==> src/rtl/tcs_timer_regs.svh <==
// Register map, field positions, reset values and prescaler taps of the timer clock-select block.
// Assumes a 32-bit APB slave with byte addresses; each register takes one aligned word.
`ifndef TCS_TIMER_REGS_SVH
`define TCS_TIMER_REGS_SVH

// Word indices inside one channel (address bits 4..2); bit 5 of the address picks the channel.
`define TCS_OFF_CTRL      3'h0
`define TCS_OFF_CLKCTRL   3'h1
`define TCS_OFF_COUNT     3'h2
`define TCS_OFF_CMPA      3'h3
`define TCS_OFF_CMPB      3'h4
`define TCS_CH_BIT        5
`define TCS_ADDR_W        8

// Field positions of timer_control.
`define TCS_CTRL_IRQ_LSB  5
`define TCS_CTRL_CLR_LSB  3
`define TCS_CTRL_SRC_LSB  0

// Field positions of counter_clock_control.
`define TCS_CCC_LVL_BIT   3
`define TCS_CCC_ICK_LSB   0

// Reset values.
`define TCS_RST_CTRL      8'h00
`define TCS_RST_CLKCTRL   8'h00
`define TCS_RST_COUNT     8'h00
`define TCS_RST_CMP       8'hFF

// Prescaler taps as log2 of the divide ratio.
`define TCS_PRE_W         13
`define TCS_LOG_DIV2      4'h1
`define TCS_LOG_DIV8      4'h3
`define TCS_LOG_DIV32     4'h5
`define TCS_LOG_DIV64     4'h6
`define TCS_LOG_DIV1024   4'hA
`define TCS_LOG_DIV8192   4'hD

`endif

==> src/rtl/tcs_timer_pkg.sv <==
// Types shared by the timer clock-select block and its pin synchroniser.
// Assumes the constants of tcs_timer_regs.svh.
package tcs_timer_pkg;

   typedef enum logic [2:0] {
      TCS_SRC_NONE = 3'b000,
      TCS_SRC_INT1 = 3'b001,
      TCS_SRC_INT2 = 3'b010,
      TCS_SRC_INT3 = 3'b011,
      TCS_SRC_CASC = 3'b100,
      TCS_SRC_XRIS = 3'b101,
      TCS_SRC_XFAL = 3'b110,
      TCS_SRC_XBTH = 3'b111
   } tcs_src_e;

   typedef enum logic [1:0] {
      TCS_CLR_NONE = 2'b00,
      TCS_CLR_CMPA = 2'b01,
      TCS_CLR_CMPB = 2'b10,
      TCS_CLR_EXT  = 2'b11
   } tcs_clr_e;

   typedef struct packed {
      logic level;
      logic rise;
      logic fall;
   } tcs_pin_s;

   typedef struct packed {
      logic [2:0] sh;
   } tcs_sync_s;

   typedef struct packed {
      logic [2:0] irq_en;
      tcs_clr_e clr_src;
      tcs_src_e clk_src;
      logic ext_lvl;
      logic [1:0] int_clk;
      logic [7:0] count;
      logic [7:0] cmp_a;
      logic [7:0] cmp_b;
      logic ovf;
      logic cma;
      logic cmb;
   } tcs_chan_s;

   typedef struct packed {
      logic [12:0] presc;
      tcs_chan_s [1:0] ch;
      logic [31:0] rdata;
   } tcs_state_s;

endpackage : tcs_timer_pkg

==> src/rtl/tcs_pin_sync.sv <==
// Two-flop synchroniser with edge detection for one pin.
// Assumes the pin is asynchronous to pclk and stays at each level for at least two pclk periods.
`timescale 1ns/1ns
`default_nettype none
module tcs_pin_sync (
   input wire logic pclk,
   input wire logic presetn,
   input wire logic pin,
   output tcs_timer_pkg::tcs_pin_s sync
);

   tcs_timer_pkg::tcs_sync_s s_q;
   tcs_timer_pkg::tcs_sync_s s_d;

   // Stage 0 is read only by stage 1; edges are taken between stages 1 and 2.
   always_comb begin
      s_d.sh = {s_q.sh[1:0], pin};
   end

   always_ff @(posedge pclk or negedge presetn) begin
      if (!presetn) begin
         s_q <= '0;
      end else begin
         s_q <= s_d;
      end
   end

   assign sync.level = s_q.sh[1];
   assign sync.rise = s_q.sh[1] & ~s_q.sh[2];
   assign sync.fall = ~s_q.sh[1] & s_q.sh[2];

endmodule : tcs_pin_sync
`default_nettype wire

==> src/rtl/tcs_timer.sv <==
// Two 8-bit timer channels with clock-source selection, cascade and external clock and reset pins.
// Assumes an APB master on pclk; the external pins are asynchronous and slower than pclk / 4.
// How it works
// - Clock control bits 7..4 read zero.
// - Clock control bit 2 reads zero.
// - Reset select acts only when clear field 11.
// - Select 0: clear on reset rising edge.
// - Select 1: hold cleared while reset high.
// - Reset select exists only on these channels.
// - Internal select combines with clock-source code.
// - 000 stops; 001 divides by 8 or 2.
// - 010 divides by 64 or 32.
// - 011 divides by 8192 or 1024.
// - Channel 0 code 100 counts channel 1 overflows.
// - Channel 1 code 100 counts channel 0 match A.
// - Code 101 counts external pin rising edges.
// - Code 110 counts external pin falling edges.
// - Code 111 counts both external pin edges.
// - Clear field: none, match A, match B, external.
// - Clock-source code sits in control bits 2..0.
`include "tcs_timer_regs.svh"
`timescale 1ns/1ns
`default_nettype none
module tcs_timer (
   input wire logic pclk,
   input wire logic presetn,
   input wire logic psel,
   input wire logic penable,
   input wire logic pwrite,
   input wire logic [7:0] paddr,
   input wire logic [31:0] pwdata,
   output logic [31:0] prdata,
   output logic pready,
   output logic pslverr,
   input wire logic [1:0] ext_clk_pin,
   input wire logic [1:0] ext_rst_pin
);

   tcs_timer_pkg::tcs_state_s s_q;
   tcs_timer_pkg::tcs_state_s s_d;
   tcs_timer_pkg::tcs_pin_s [1:0] xclk;
   tcs_timer_pkg::tcs_pin_s [1:0] xrst;
   logic [1:0] cnt_ev;
   logic [1:0] clr_ev;
   logic [1:0] wr_cnt;
   logic [7:0] cnt_inc [2];
   logic acc_wr;
   logic [2:0] acc_reg;
   logic acc_ch;
   logic acc_ok;
   logic setup_ok;

   // Returns the register index addressed, or 3'h7 for any unmapped or unaligned address.
   function automatic logic [2:0] reg_index(input logic [7:0] a);
      logic [2:0] idx;
      idx = 3'h7;
      if (a[1:0] == 2'h0 && a[7:6] == 2'h0 && a[4:2] <= `TCS_OFF_CMPB) begin
         idx = a[4:2];
      end
      return idx;
   endfunction : reg_index

   // One-cycle tick at the rising or falling edge of presc bit (lg - 1), i.e. pclk / 2**lg.
   function automatic logic div_tick(input logic [12:0] presc, input logic [3:0] lg, input logic fall);
      logic [13:0] mask;
      logic [13:0] low;
      mask = 14'(14'h0001 << lg) - 14'h0001;
      low = {1'b0, presc} & mask;
      if (fall) begin
         return low == mask;
      end
      return low == (mask >> 1);
   endfunction : div_tick

   genvar gi;
   generate
      for (gi = 0; gi < 2; gi++) begin : g_pins
         tcs_pin_sync u_clk_sync (
            .pclk(pclk),
            .presetn(presetn),
            .pin(ext_clk_pin[gi]),
            .sync(xclk[gi])
         );
         tcs_pin_sync u_rst_sync (
            .pclk(pclk),
            .presetn(presetn),
            .pin(ext_rst_pin[gi]),
            .sync(xrst[gi])
         );
      end
   endgenerate

   // The slave never inserts wait states; a bad address is flagged in the access phase.
   assign acc_reg = reg_index(paddr);
   assign acc_ch = paddr[`TCS_CH_BIT];
   assign acc_ok = acc_reg != 3'h7;
   assign setup_ok = psel & ~penable;
   assign acc_wr = psel & penable & pwrite & acc_ok;
   assign pready = 1'b1;
   assign pslverr = psel & penable & ~acc_ok;
   assign prdata = s_q.rdata;

   always_comb begin
      s_d = s_q;
      cnt_ev = 2'b00;
      clr_ev = 2'b00;
      wr_cnt = 2'b00;
      s_d.presc = s_q.presc + 13'h0001;
      for (int c = 0; c < 2; c++) begin
         case (s_q.ch[c].clk_src)
            tcs_timer_pkg::TCS_SRC_INT1: begin
               cnt_ev[c] = div_tick(s_q.presc, s_q.ch[c].int_clk[0] ? `TCS_LOG_DIV2 : `TCS_LOG_DIV8,
                                    s_q.ch[c].int_clk[1]);
            end
            tcs_timer_pkg::TCS_SRC_INT2: begin
               cnt_ev[c] = div_tick(s_q.presc, s_q.ch[c].int_clk[0] ? `TCS_LOG_DIV32 : `TCS_LOG_DIV64,
                                    s_q.ch[c].int_clk[1]);
            end
            tcs_timer_pkg::TCS_SRC_INT3: begin
               cnt_ev[c] = div_tick(s_q.presc, s_q.ch[c].int_clk[0] ? `TCS_LOG_DIV1024 : `TCS_LOG_DIV8192,
                                    s_q.ch[c].int_clk[1]);
            end
            tcs_timer_pkg::TCS_SRC_CASC: begin
               cnt_ev[c] = (c == 0) ? s_q.ch[1].ovf : s_q.ch[0].cma;
            end
            tcs_timer_pkg::TCS_SRC_XRIS: begin
               cnt_ev[c] = xclk[c].rise;
            end
            tcs_timer_pkg::TCS_SRC_XFAL: begin
               cnt_ev[c] = xclk[c].fall;
            end
            tcs_timer_pkg::TCS_SRC_XBTH: begin
               cnt_ev[c] = xclk[c].rise | xclk[c].fall;
            end
            default: begin
               cnt_ev[c] = 1'b0;
            end
         endcase
         case (s_q.ch[c].clr_src)
            tcs_timer_pkg::TCS_CLR_CMPA: begin
               clr_ev[c] = s_q.ch[c].cma;
            end
            tcs_timer_pkg::TCS_CLR_CMPB: begin
               clr_ev[c] = s_q.ch[c].cmb;
            end
            tcs_timer_pkg::TCS_CLR_EXT: begin
               clr_ev[c] = s_q.ch[c].ext_lvl ? xrst[c].level : xrst[c].rise;
            end
            default: begin
               clr_ev[c] = 1'b0;
            end
         endcase
         wr_cnt[c] = acc_wr && acc_ch == c[0] && acc_reg == `TCS_OFF_COUNT;
         // A software write wins over a clear, and a clear wins over a count event.
         // one step per event
         s_d.ch[c].ovf = cnt_ev[c] & ~clr_ev[c] & ~wr_cnt[c] & (s_q.ch[c].count == 8'hFF);
         s_d.ch[c].cma = cnt_ev[c] & ~clr_ev[c] & ~wr_cnt[c] & (cnt_inc[c] == s_q.ch[c].cmp_a);
         s_d.ch[c].cmb = cnt_ev[c] & ~clr_ev[c] & ~wr_cnt[c] & (cnt_inc[c] == s_q.ch[c].cmp_b);
         if (wr_cnt[c]) begin
            s_d.ch[c].count = pwdata[7:0];
         end else if (clr_ev[c]) begin
            s_d.ch[c].count = `TCS_RST_COUNT;
         end else if (cnt_ev[c]) begin
            s_d.ch[c].count = cnt_inc[c];
         end
         if (acc_wr && acc_ch == c[0]) begin
            case (acc_reg)
               `TCS_OFF_CTRL: begin
                  s_d.ch[c].irq_en = pwdata[`TCS_CTRL_IRQ_LSB +: 3];
                  s_d.ch[c].clr_src = tcs_timer_pkg::tcs_clr_e'(pwdata[`TCS_CTRL_CLR_LSB +: 2]);
                  s_d.ch[c].clk_src = tcs_timer_pkg::tcs_src_e'(pwdata[`TCS_CTRL_SRC_LSB +: 3]);
               end
               `TCS_OFF_CLKCTRL: begin
                  s_d.ch[c].ext_lvl = pwdata[`TCS_CCC_LVL_BIT];
                  s_d.ch[c].int_clk = pwdata[`TCS_CCC_ICK_LSB +: 2];
               end
               `TCS_OFF_CMPA: begin
                  s_d.ch[c].cmp_a = pwdata[7:0];
               end
               `TCS_OFF_CMPB: begin
                  s_d.ch[c].cmp_b = pwdata[7:0];
               end
               default: begin
               end
            endcase
         end
      end
      // Read data is captured in the setup cycle so that it stands registered through the access.
      if (setup_ok && !pwrite) begin
         s_d.rdata = 32'h0000_0000;
         case (acc_reg)
            `TCS_OFF_CTRL: begin
               s_d.rdata[7:0] = {s_q.ch[acc_ch].irq_en, s_q.ch[acc_ch].clr_src, s_q.ch[acc_ch].clk_src};
            end
            `TCS_OFF_CLKCTRL: begin
               s_d.rdata[7:0] = {4'h0, s_q.ch[acc_ch].ext_lvl, 1'b0, s_q.ch[acc_ch].int_clk};
            end
            `TCS_OFF_COUNT: begin
               s_d.rdata[7:0] = s_q.ch[acc_ch].count;
            end
            `TCS_OFF_CMPA: begin
               s_d.rdata[7:0] = s_q.ch[acc_ch].cmp_a;
            end
            `TCS_OFF_CMPB: begin
               s_d.rdata[7:0] = s_q.ch[acc_ch].cmp_b;
            end
            default: begin
               s_d.rdata = 32'h0000_0000;
            end
         endcase
      end
   end

   generate
      for (gi = 0; gi < 2; gi++) begin : g_inc
         assign cnt_inc[gi] = s_q.ch[gi].count + 8'h01;
      end
   endgenerate

   always_ff @(posedge pclk or negedge presetn) begin
      if (!presetn) begin
         s_q.presc <= 13'h0000;
         s_q.rdata <= 32'h0000_0000;
         for (int c = 0; c < 2; c++) begin
            s_q.ch[c] <= {`TCS_RST_CTRL, 3'h0, `TCS_RST_COUNT, `TCS_RST_CMP, `TCS_RST_CMP, 3'h0};
         end
      end else begin
         s_q <= s_d;
      end
   end
endmodule : tcs_timer
`default_nettype wire

==> config.mk <==
export PLATFORM = sky130hd
export DESIGN_NAME = tcs_timer
export DESIGN_NICKNAME = d
export VERILOG_FILES = /design/src/rtl/tcs_timer_pkg.sv /design/src/rtl/tcs_pin_sync.sv /design/src/rtl/tcs_timer.sv
export VERILOG_INCLUDE_DIRS = /design/src /design/src/rtl
export SDC_FILE = /design/constraint.sdc
export NUM_CORES = 1
export LEC_CHECK = 0
export BUFFER_PORTS_ARGS = -buffer_cell sky130_fd_sc_hd__buf_2
export CAP_MARGIN = 20
export CORE_MARGIN = 3
export CORE_UTILIZATION = 63
export CTS_BUF_LIST = sky130_fd_sc_hd__clkbuf_16
export CTS_CLUSTER_DIAMETER = 30
export DETAILED_ROUTE_END_ITERATION = 6
export GPL_TIMING_DRIVEN = 0
export PLACE_DENSITY = 0.86
export SLEW_MARGIN = 40
export SYNTH_ARGS = -nofsm -noshare
export SYNTH_HDL_FRONTEND = slang
export SYNTH_HIERARCHICAL = 1
export SYNTH_SLANG_ARGS = --single-unit
==> constraint.sdc <==
create_clock -name pclk -period 4 [get_ports pclk]
set_input_delay 0.4 -clock pclk [delete_from_list [all_inputs] [get_ports pclk]]
set_output_delay 0.4 -clock pclk [all_outputs]
set_load 0.1 [all_outputs]
==> parameters.txt <==
Parameter                              Value

Timing
  Max_slew headroom ... 0.5024
  Setup-violating endpoint count in the final report ... 0
  Slew at the pin closest to its max-slew limit ... 0.7464 ns
  Worst setup skew after layout ... between 0.01 and 0.015 ns
  Final critical-path share of the clock period ... 0.6656
  Setup TNS Final ... 0 ns
  Period minus WS final ... ~2.7 ns
  Unrepaired setup endpoints after global routing ... no
  Hold Fails Final Rpt ... 0
  Maximum operating frequency ... around 380 MHz
  Final slew viol count ... 0

Synthesis
  Synthesized area ... 0.006207 mm²
  Count of yosys warnings during synthesis ... 6
  Post-synthesis cell count ... around 550
  Avg Synthesized Cell Area ... between 10 and 15 µm²

Power
  Largest voltage drop on the vdd net ... approximately 210 µV
  Leakage power ... roughly 0.0032 µW
  PD cells ... roughly 330 mW/mm²

Global routing
  Antenna violations before repair ... 0
  Largest net degree at the start of global routing ... 75
  All-layer global routing usage ... 0.2926
  Wire length of the first global-routing pass ... 25.41 mm
  Via count of the first global-routing pass ... ~4800
  Total overflow reported by the global router ... 0

CTS
  Post-CTS resize count ... 0
  Number of buffers between clock root and the deepest sink ... 2
  Inserted Clock Buffers ... 9
  Clk pin slew, worst setup/hold paths ... ~0.080 ns
  Post-CTS repair timing setup buffer count ... 0
  Clock tree from TritonCTS ... yes
  Number of sinks driven by the clock tree ... ~110
  Later-pin clock latency in the skew report ... ~0.36 ns
  Master cell of the clock root buffer ... clkbuf_16
  Number of levels the H-tree was split into ... 3

Setup path
  Critical Path Source Type ... register
  Data arrival at the endpoint of the critical path ... between 2 and 3 ns
  Critical path start-end classification ... register to register
  Req. time, crit path ... between 4 and 5 ns
  CP max FO ... 10
  Type of destination of the critical path ... register

Routing
  DRT met1 WL ... between 6 and 7 mm
  Number of antenna-violating nets in the routed design ... 0
  Total Wirelength ... around 15 mm
  Vias ... roughly 4700
  Post-route DRC violation count ... 16
  Length of the first detailed-routing pass in iterations ... 7
  Via density ... approximately 6.3
  Metal2 WL ... roughly 7.4 mm
  Met3 layer wire length in the routed design ... ~1.3 mm
  Routed wirelength normalized by instance count ... roughly 20 µm
  Highest routed layer ... met4
  Detailed Route Iter0 Violations ... ~390

Status
  Result of the run ... finished with violations
  Failing checks ... design-rule violations

Layout
  Most used cells in the layout excluding fill and tap cells ... 76 x dfrtp_1, 64 x mux2_2, 35 x xnor2_1, 35 x buf_4, 32 x dfstp_2
  Util after Layout ... 0.7375
  Antenna fix cells ... 0
  Final #Nets ... 669
  Leading cell type in the layout, fill and taps excluded ... dfrtp_1
  Area grow syn2layout ... 11.87%
  Layout cell share with drive strength beyond 1 ... 0.3441

Hold path
  Hold crit path type ... input pin to register

Job
  Max-Cap Viols ... 0

Floorplan
  Die height ... roughly 110 µm
  Row count ... 35
  Die Outline Area ... 0.01108 mm²
  Placeable core area ... 0.009415 mm²
  Count of pins on the block boundary ... 83
  Initial standard-cell utilization of the core ... 0.6593
  Die W ... 105.3 µm

Place
  Gp weighted congestion ... roughly 0.95
  Quantity of I/O buffers inserted on ports ... 27
  Detailed Place HPWL ... about 11 mm
[worst max-delay path, stage by stage (launching register included)]
cell and delay (ns):
dfrtp_1 0.36, clkbuf_1 0.40, or2_2 0.21, o221ai_1 0.12, a32o_1 0.26, or3_1 0.40, clkbuf_1 0.20, clkbuf_1 0.26
o311a_1 0.35
[final timing paths]
path / from / endpoint / slack [ns] / depth (start not counted)
setup / recovery: s_q[98]$_DFFE_PN0P_ / s_q[95]$_DFFE_PN0P_ / 1.34 / 8
max in group asynchronous: presetn / s_q[86]$_DFFE_PN1P_ / 2.81 / 3
setup reg to reg: s_q[98]$_DFFE_PN0P_ / s_q[95]$_DFFE_PN0P_ / 1.34 / 8
hold / removal: ext_rst_pin[1] / g_pins[1].u_rst_sync/s_q[0]$_DFF_PN0_ / 0.15 / 1
min in group asynchronous: presetn / s_q[116]$_DFF_PN0_ / 0.50 / 2
hold reg to reg: g_pins[0].u_rst_sync/s_q[0]$_DFF_PN0_ / g_pins[0].u_rst_sync/s_q[1]$_DFF_PN0_ / 0.35 / 0
[power by group]
group | internal [µW] | switching [µW] | total (µW)
Sequential | 1110 | 12.4 | 1120
Clock | 435 | 431 | 866
Combinational | 71.8 | 203 | 275
Total | 1610 | 647 | 2260
[flip-flops by register name (all words and copies together) (netlist names)]
| register | flops |
|---|---|
| s_q | 88 |
| g_pins.u_rst_sync/s_q | 6 |
| prdata | 8 |
| g_pins.u_clk_sync/s_q | 6 |
[stage by stage]
stage / setup WS [ns] / instances / instance area, µm² / total power, µW / hold slack [ns]
detailed placement: 0.9381 / 734 / 6634 / 1404 / 0.2809
CTS: 1.300 / 751 / 6934 / 2263 / 0.1483
floorplan: 1.252 / 577 / 6294 / 1338 / 0.1044
global route: 1.157 / 751 / 6944 / 2336 / 0.1392
finish: 1.338 / 751 / 6944 / 2261 / 0.1486
global placement: 1.053 / 733 / 6590 / 1394 / 0.3325
[cell type report]
cell class                      instances  area (µm²)
Sequential cell                       108        2743
Inverter                                9       33.78
Tap cell                              129       161.4
Timing Repair Buffer                   29       182.7
Fill cell                             649        2471
Clock buffer                            9       225.2
Clock inverter                          7       65.06
Multi-Input combinational cell        396        3141
Buffer                                 64       392.9
[metal layers]
layer,vias up,GRT usage
met4,0,0.1350
met2,259,0.4658
met5,-,0
met1,2339,0.3819
li1,2079,-
met3,60,0.06614
[repair_timing]
item,4_1_cts,5_1_grt
hold buffers,1,0
endpoints found under the hold margin,29,0
endpoints found under the setup margin,0,0
No activity file was read; power rests on OpenSTA's default activity.
